File: config.mk
export PLATFORM = sky130hd
export DESIGN_NAME = isl_latch_bank
export DESIGN_NICKNAME = d
export VERILOG_FILES = /design/src/isl_pkg.sv /design/src/isl_latch_bank.sv
export SDC_FILE = /design/constraint.sdc
export NUM_CORES = 1
export LEC_CHECK = 0
export BUFFER_PORTS_ARGS = -buffer_cell sky130_fd_sc_hd__buf_4
export CORE_MARGIN = 4
export CORE_UTILIZATION = 30
export CTS_BUF_LIST = sky130_fd_sc_hd__clkbuf_4
export DETAILED_ROUTE_END_ITERATION = 12
export GPL_ROUTABILITY_DRIVEN = 0
export PLACE_DENSITY = 0.49
export SYNTH_ARGS = -nofsm -noshare
export SYNTH_HDL_FRONTEND = slang
export SYNTH_SLANG_ARGS = --single-unit
File: constraint.sdc
create_clock -name clk -period 3.35 [get_ports clk]
set_input_delay 0.1675 -clock clk [delete_from_list [all_inputs] [get_ports clk]]
set_output_delay 0.1675 -clock clk [all_outputs]
set_load 0.05 [all_outputs]
File: src/isl_pkg.sv
package isl_pkg;
  localparam logic [15:0] DSP_EVENT_STATUS_ADDR = 16'h180a;
  localparam logic [15:0] OUTPUT_SHORT_STATUS_ADDR = 16'h180b;
  localparam logic [15:0] OUTPUT_ENABLE_DONE_STATUS_ADDR = 16'h180c;
  localparam logic [15:0] OUTPUT_DISABLE_DONE_STATUS_ADDR = 16'h180d;
  localparam logic [15:0] STATUS_RESET = 16'h0000;
  localparam int NUM_REGS = 4;
  localparam int REG_W = 16;
  localparam int LEFT_BIT = 0;
  localparam int RIGHT_BIT = 1;
  localparam int EAR_POS_BIT = 2;
  localparam int EAR_NEG_BIT = 3;
  localparam int SPEAKER_BIT = 6;
  // bits of the flattened 64-bit status bank that exist, and those that catch both edges
  localparam logic [63:0] IMPLEMENTED = 64'h0043_0043_004f_ffff;
  localparam logic [63:0] BOTH_EDGES = 64'h0000_0000_0040_0000;

  typedef struct packed {
    logic [15:0] dsp_event;
    logic speaker_short;
    logic left_phone_short;
    logic right_phone_short;
    logic earpiece_pos_short;
    logic earpiece_neg_short;
    logic speaker_on_done;
    logic right_out_on_done;
    logic left_out_on_done;
    logic speaker_off_done;
    logic right_out_off_done;
    logic left_out_off_done;
  } isl_sources_t;

  typedef struct packed {
    logic [15:0] dsp_event;
    logic [15:0] output_short;
    logic [15:0] output_enable_done;
    logic [15:0] output_disable_done;
  } isl_masks_t;

  typedef struct packed {
    logic [15:0] addr;
    logic write;
    logic [15:0] wdata;
  } isl_reg_req_t;
endpackage : isl_pkg

File: src/isl_latch_bank.sv
// Behaviour
// sixteen DSP event flags sit in bits 0 to 15 at 0x180A, each set by a rising edge of its input, reset 0.
// a latched bit stays set until software writes 1 to it; writing 0 leaves it alone.
// the speaker short flag, bit 6 at 0x180B, sets on both edges of its detector.
// bits 0 to 3 at 0x180B catch left phone, right phone, earpiece pos and neg shorts on rising edges only.
// 0x180C catches enable-done rising edges: speaker bit 6, right/neg bit 1, left/pos bit 0.
// 0x180D catches disable-done rising edges: speaker bit 6, right/neg bit 1, left/pos bit 0.
// a masked source neither sets its flag nor raises the interrupt request.
// the interrupt request is the OR of all flags and stays up until all are cleared.
// an edge in the same cycle as a write-one-to-clear of that bit leaves the bit set.
`timescale 1ns/1ps
module isl_latch_bank
  import isl_pkg::*;
(
  input wire logic clk,
  input wire logic reset,
  input wire isl_pkg::isl_sources_t sources,
  input wire isl_pkg::isl_masks_t masks,
  input wire isl_pkg::isl_reg_req_t reg_req,
  output logic [15:0] reg_rdata,
  output logic first_interrupt_request
);
  import isl_pkg::*;

  logic [63:0] src_vec;
  logic [63:0] mask_vec;
  logic [63:0] sync1, sync2, prev;
  logic [63:0] next_sync1, next_sync2, next_prev;
  logic [63:0] ev;
  logic [63:0] clr;
  logic [63:0] stat, next_stat;
  logic irq, next_irq;
  logic [15:0] rdata, next_rdata;

  // the flattened bank below is four 16-bit words; any other package shape breaks the slices
  if (NUM_REGS * REG_W != 64)
  begin : g_bank_shape_check
    $error("status bank shape does not match the 64-bit layout");
  end

  // flatten sources into the register layout: dsp, short, enable done, disable done
  always_comb
  begin
    src_vec = '0;
    src_vec[15:0] = sources.dsp_event;
    src_vec[16 + LEFT_BIT] = sources.left_phone_short;
    src_vec[16 + RIGHT_BIT] = sources.right_phone_short;
    src_vec[16 + EAR_POS_BIT] = sources.earpiece_pos_short;
    src_vec[16 + EAR_NEG_BIT] = sources.earpiece_neg_short;
    src_vec[16 + SPEAKER_BIT] = sources.speaker_short;
    src_vec[32 + LEFT_BIT] = sources.left_out_on_done;
    src_vec[32 + RIGHT_BIT] = sources.right_out_on_done;
    src_vec[32 + SPEAKER_BIT] = sources.speaker_on_done;
    src_vec[48 + LEFT_BIT] = sources.left_out_off_done;
    src_vec[48 + RIGHT_BIT] = sources.right_out_off_done;
    src_vec[48 + SPEAKER_BIT] = sources.speaker_off_done;
    mask_vec = {masks.output_disable_done, masks.output_enable_done, masks.output_short, masks.dsp_event};
  end

  // sources come from other analog and dsp domains, so two flops before any edge logic
  // a pulse shorter than one clock can fall between samples and be missed
  always_comb
  begin
    next_sync1 = src_vec;
    next_sync2 = sync1;
    next_prev = sync2;
  end

  always_ff @(posedge clk)
  begin
    if (reset)
    begin
      sync1 <= '0;
      sync2 <= '0;
      prev <= '0;
    end
    else
    begin
      sync1 <= next_sync1;
      sync2 <= next_sync2;
      prev <= next_prev;
    end
  end

  genvar gi;
  generate
    for (gi = 0; gi < 64; gi++)
    begin : g_edge
      // unimplemented positions never see an event, so they read zero forever
      // the mask gates only the set path; a flag already up stays up if masked later
      assign ev[gi] = IMPLEMENTED[gi] & ~mask_vec[gi] &
                      ((sync2[gi] & ~prev[gi]) | (BOTH_EDGES[gi] & ~sync2[gi] & prev[gi]));
    end
  endgenerate

  always_comb
  begin
    clr = '0;
    if (reg_req.write)
    begin
      case (reg_req.addr)
        DSP_EVENT_STATUS_ADDR: clr[15:0] = reg_req.wdata;
        OUTPUT_SHORT_STATUS_ADDR: clr[31:16] = reg_req.wdata;
        OUTPUT_ENABLE_DONE_STATUS_ADDR: clr[47:32] = reg_req.wdata;
        OUTPUT_DISABLE_DONE_STATUS_ADDR: clr[63:48] = reg_req.wdata;
        default: clr = '0;
      endcase
    end
    // set wins over clear, so an edge landing in the clearing cycle is never lost
    next_stat = (stat & ~clr) | ev;
    // the request follows the next flags, so it moves in the same cycle as they do
    next_irq = |next_stat;
    case (reg_req.addr)
      DSP_EVENT_STATUS_ADDR: next_rdata = stat[15:0];
      OUTPUT_SHORT_STATUS_ADDR: next_rdata = stat[31:16];
      OUTPUT_ENABLE_DONE_STATUS_ADDR: next_rdata = stat[47:32];
      OUTPUT_DISABLE_DONE_STATUS_ADDR: next_rdata = stat[63:48];
      default: next_rdata = 16'h0000;
    endcase
  end

  always_ff @(posedge clk)
  begin
    if (reset)
    begin
      stat <= {NUM_REGS{STATUS_RESET}};
      irq <= 1'b0;
      rdata <= 16'h0000;
    end
    else
    begin
      stat <= next_stat;
      irq <= next_irq;
      rdata <= next_rdata;
    end
  end

  assign reg_rdata = rdata;
  assign first_interrupt_request = irq;
endmodule : isl_latch_bank

==> flow_summary.toml, run 1 <==
[clock_tree]
cts_made_buffers = 17
cts_buffer_depth = 2
h-tree-depth = 4
hold_buffers = 59
cts_setup_buffers = 0
cts_tree = "built"
cts-root-buf = "clkbuf_4"
cts.clk_slew.worst_paths_ps = 130
post_cts_resized = 0
cts.sinks = 162
insertion_delay_ps = 550

[yosys]
synth_top_flop_cell = "dfxtp_1"
synth_common_cells = "162 x dfxtp_1, 89 x nor2_1, 85 x nor2b_1"
yosysWarningCount = 0
ys_ff_latch = 162
synth_area_um2 = 5710
synthTopCellsByArea = "dfxtp_1 57%, nor2b_1 9.3%, a22oi_1 6.7%"
syn_inst = 585
synth_nets = 711
synth_edf_count = 0
yosys.area.top_type = "dfxtp_1"
synth.distinct_cells = 34
syn_area_per_cell_um2 = 9.76
synth.most_common_cell = "dfxtp_1"
synth-async-reset-ratio_pct = 0
synth-seq-area-share_pct = 56.8
synth.top_cell.area_share_pct = 56.8

[timing]
setup-tns-final_ps = 0
period_share_pct = 66.2
relSlewSlack_pct = 48.9
period_minus_slack_ps = 2220
setup_viol = 0
skew_ps = 16.1
rsz0062_at_grt = "false"
fmax_mhz = 451
finalHoldViolCount = 0
timing.hold.ws_ps = 40.3
slew_viol_final = 0
tightest_slew_ps = 765

[drt]
first_pass_iters = 5
route.detailed.drc = 0
wl_mm = 16.6
via_per_inst = 5.01
num_vias = 4971
final_antenna_net_count = 0
drtIter0Drc = 451
routedWlPerCell_um = 16.7

[grt]
grt_util_met3_pct = 4.45
grt_pass1_vias = 5189
antenna_found_initial = 1
grt_pass1_wl_mm = 26.8
met1_usage_pct = 19.5
grt_max_degree = 66
top_usage_layer = "met2"
grt_overflow_total = 0
met2_usage_pct = 26.4
track_usage_pct = 15.9

[setup_path]
crit_path_end_kind = "flop"
cp.required_ps = 3780
cp_max_fo = 14
crit_path_start_kind = "input port"
worstSetupPathType = "in2reg"
worstPathArrival_ps = 2650

[placement]
dp_cells = 900
port_buffers = 105
hpwl_mm = 11.5

[power]
p_total_uw = 3680
peakVddDrop_uv = 285
p_leak_uw = 0.00300
power.density_nw_per_um2 = 478

[cells_and_area]
fin_cells = 992
syn_to_final_growth_pct = 34.7
drive_above_1_share_pct = 20.5
nets = 870
nFillCells = 1859

[die]
start_util_pct = 30.5
ios = 143
rows = 50
dieHeight_um = 146
core_um2 = 18700
dieWidth_um = 146
dieArea_um2 = 21300

[flow_run]
maxCapViolations = 0

[worst_hold_path]
hold_path.class = "in2reg"

[outcome]
outcome = "finished, final reports clean"
[final cells by class]
cell class                      instances  area, µm²  share of cell area [%]
Clock inverter                         14        210                    2.73
Multi-Input combinational cell        379       2290                    29.8
Clock buffer                           18        135                    1.76
Antenna cell                            1       2.50                  0.0325
Sequential cell                       162       3240                    42.2
Timing Repair Buffer                  180       1500                    19.5
Inverter                                4       15.0                   0.195
Tap cell                              234        293                    3.81
[path summary, 6_finish.rpt]
path	start	endpoint	slack, ps	cells after the start
hold reg to reg	next_sync2[9]$_SDFF_PP0_	next_prev[9]$_SDFF_PP0_	450	1
setup reg to reg	stat[3]$_SDFF_PP0_	first_interrupt_request$_SDFF_PP0_	1740	6
setup / recovery	reg_req[24]	first_interrupt_request$_SDFF_PP0_	1130	8
hold / removal	masks[54]	stat[6]$_SDFF_PP0_	40	4
[logic make-up (layout without fill, tap and decap cells)]
| group | after synthesis | in the layout | share of synthesized area [%] |
|---|---|---|---|
| xor gates and xnor gates | 1 | 1 | 0.153 |
| AOI/OAI and AO/OA | 122 | 122 | 15.5 |
| and+or+nand+nor | 256 | 256 | 24.5 |
| buffers and inverters | 44 | 216 | 3.02 |
| DFF | 162 | 162 | 56.8 |
| other | 0 | 1 | 0 |
[layout by cell type, fill, tap and decap left out, drive strengths merged, types with 7 or more instances in the layout]
| master | n |
|---|---|
| dfxtp | 162 |
| buf | 121 |
| nor2 | 89 |
| nor2b | 85 |
| dlygate4sd3 | 59 |
| a22oi | 51 |
| nand4 | 26 |
| a21oi | 26 |
| o41ai | 19 |
| nand2 | 18 |
| clkbuf | 18 |
| o31ai | 10 |
| or4 | 8 |
| clkinv | 8 |
| a22o | 7 |
[worst max-delay path, stage by stage]
cell and delay [ps]:
buf_4 110, nor3b_1 330, and4_1 680, nand3_1 280, o21ai_0 270, nor4bb_1 390, and4_1 290, a41oi_1 120
[metrics by stage]
stage | setup slack, ps | instance area, µm² | util [%]
after floorplan | 1250 | 5710 | -
after global placement | 606 | 6750 | 36.1
after detailed placement | 642 | 6750 | 36.1
after CTS | 1250 | 7690 | 41.1
after global routing | 1050 | 7690 | 41.1
final | 1130 | 7690 | 41.1
[power by group]
part	switching [µW]	total (µW)	leakage [µW]	internal, µW
Sequential	23.0	2000	0.00132	1980
Combinational	151	325	0.00150	174
Clock	676	1350	0.000183	673
[layer usage]
metal | vias up | share of wire [%]
met5 | - | 0
met4 | 0 | 2.6
met3 | 30 | 6.8
met2 | 199 | 48
li1 | 2412 | -
met1 | 2330 | 43
[flip-flops by register name, indices dropped and copies added (netlist names)]
register	flops
first_interrupt_request	1
next_prev	27
next_sync2	27
prev	27
reg_rdata	16
stat	64
(Power assumes the default switching activity.)
==> inputs of run 2 (changes only) <==
Settings changed: PLACE_DENSITY 0.49 to 0.51.
Clock period 3.35 ns to 1.87 ns, I/O delays scaled along.
==> run 2 against run 1 <==
Effect of this change: routed wire length grew 7.1%; die area unchanged; non-clock buffer count increased by 72; worst setup slack got worse by 1100 ps; first-iteration DRC count unchanged; total power grew 75%; critical endpoint unchanged; final cell count is 7.1% higher; flip-flop and latch count stayed put; clock power rose by 58%.
==> flow_summary.toml, run 2 (synthesis results as in run 1) <==
[setup_path]
cp.required_ps = 2300
critPathMaxStageDelay_ps = 560
crit_path_start_kind = "input port"
startpoint = "reg_req[22]"
crit_path_end_kind = "flop"
crit_path_top_delay_cell = "or4_1"
crit_chain = "buf_4 -> nor4b_4 -> nand4_1 -> buf_4 -> buf_12 -> or4_1 -> a22oi_2 -> nand4_1 -> nor2_2 -> a41oi_1"
reg2reg_from = "stat[3]$_SDFF_PP0_"
cp_max_fo = 21
worstPathArrival_ps = 2260
worstSetupPathType = "in2reg"

[die]
dieWidth_um = 146
rows = 50
start_util_pct = 30.5
core_um2 = 18700
dieHeight_um = 146
dieArea_um2 = 21300
ios = 143

[drt]
drtIter0Drc = 451
wl_mm = 17.8
first_pass_iters = 5
routedWlPerCell_um = 16.7
num_vias = 5207
via_per_inst = 4.90
final_antenna_net_count = 0
route.detailed.drc = 0

[timing]
setup_viol = 0
fmax_mhz = 546
timing.hold.ws_ps = 53.3
finalHoldViolCount = 0
slew_viol_final = 0
rsz0062_at_grt = "true"
relSlewSlack_pct = 71.2
period_minus_slack_ps = 1830
period_share_pct = 97.9
skew_ps = 16.6
tightest_slew_ps = 428

[power]
power.density_nw_per_um2 = 759
peakVddDrop_uv = 374
p_leak_uw = 0.00333

[grt]
grt_max_degree = 51
grt_pass1_vias = 5286
grt_overflow_total = 0
track_usage_pct = 16.7
grt_pass1_wl_mm = 28.1
antenna_found_initial = 1

[placement]
post_dp_cell_area_um2 = 7490
hpwl_mm = 12.9
port_buffers = 105

[clock_tree]
h-tree-depth = 4
cts_made_buffers = 17
cts_tree = "built"
cts_buffer_depth = 2
insertion_delay_ps = 540
cts.clk_slew.worst_paths_ps = 130
cts-root-buf = "clkbuf_4"
cts.sinks = 162

[cells_and_area]
final_common_cell = "buf_4"
nets = 942
drive_above_1_share_pct = 31.0
register_area_um2 = 3240
multi_input_area_um2 = 2520
nFillCells = 1826
fin_area_um2 = 8460
max_flop_register = "stat"
final_cell_mix = "188 x buf_4, 162 x dfxtp_1, 88 x nor2_1"
syn_to_final_growth_pct = 48.2
largest_reg_flops = 64
final_util_pct = 45.2

[worst_hold_path]
hold_start = "masks[51]"
hold_path.class = "in2reg"

[outcome]
outcome = "finished, final reports clean"

[flow_run]
maxCapViolations = 0
run 2: cell count changes in the layout (fill, tap and decap cells not counted), sizes merged:
| cell | previous run | this run |
|---|---|---|
| inv | 5 | 4 |
| clkinvlp | 0 | 3 |
| bufinv | 5 | 3 |
| buf | 121 | 193 |
| clkinv | 8 | 5 |
| clkbuf | 18 | 19 |
run 2: where the power goes:
group,switching [µW],internal [µW],leakage [µW],total (µW)
sequential,47.0,3550,0.00132,3600
clock,1190,932,0.000148,2130
combinational,313,386,0.00187,699
run 2: layer usage:
| metal | up-vias | track usage, % | part of all wire [%] |
|---|---|---|---|
| li1 | 2553 | - | - |
| met1 | 2445 | 21.8 | 45 |
| met2 | 185 | 26.7 | 47 |
| met3 | 24 | 4.80 | 6.3 |
| met4 | 0 | 5.37 | 1.6 |
| met5 | - | 0 | 0 |
run 2: final timing paths:
kind / slack [ps] / end / cells past startpoint
min reg2reg: 440 / next_prev[22]$_SDFF_PP0_ / 1
max: 40 / first_interrupt_request$_SDFF_PP0_ / 10
max reg2reg: 250 / first_interrupt_request$_SDFF_PP0_ / 6
min: 50 / stat[3]$_SDFF_PP0_ / 5
run 2: layout make-up:
class,count,share of cell area [%]
flip-flops and latches,162,38.3
multi-input cells,379,29.8
repair buffers,252,24.9
well taps,234,3.46
clock buffers,19,1.69
clock inverters,11,1.66
inverters,4,0.178
diodes,1,0.0296
run 2: metrics by stage:
step           TNS [ps]  total power, µW  setup slack (ps)  cells
5_1_grt           -72.7             6710             -72.7   1062
3_3_place_gp      -4010             4260              -701    970
3_5_place_dp      -3860             4270              -790    970
6_report              0             6420              38.8   1062
2_1_floorplan     -24.9             3920             -24.9    585
4_1_cts               0             6480              58.4   1059
run 2: timing repair:
item	CTS	global route
pin swaps	0	2
gates resized for setup	3	8
gates cloned	0	0
hold buffers	59	0
setup endpoints to repair	1	2
setup buffers	0	2
hold endpoints to repair	67	0
run 2: worst max-delay path, delay by kind of cell:
family                 cells  cell delay [ps]
buffers and inverters      3              490
AO/OA/AOI/OAI              2              350
AND/OR/NAND/NOR            5             1320
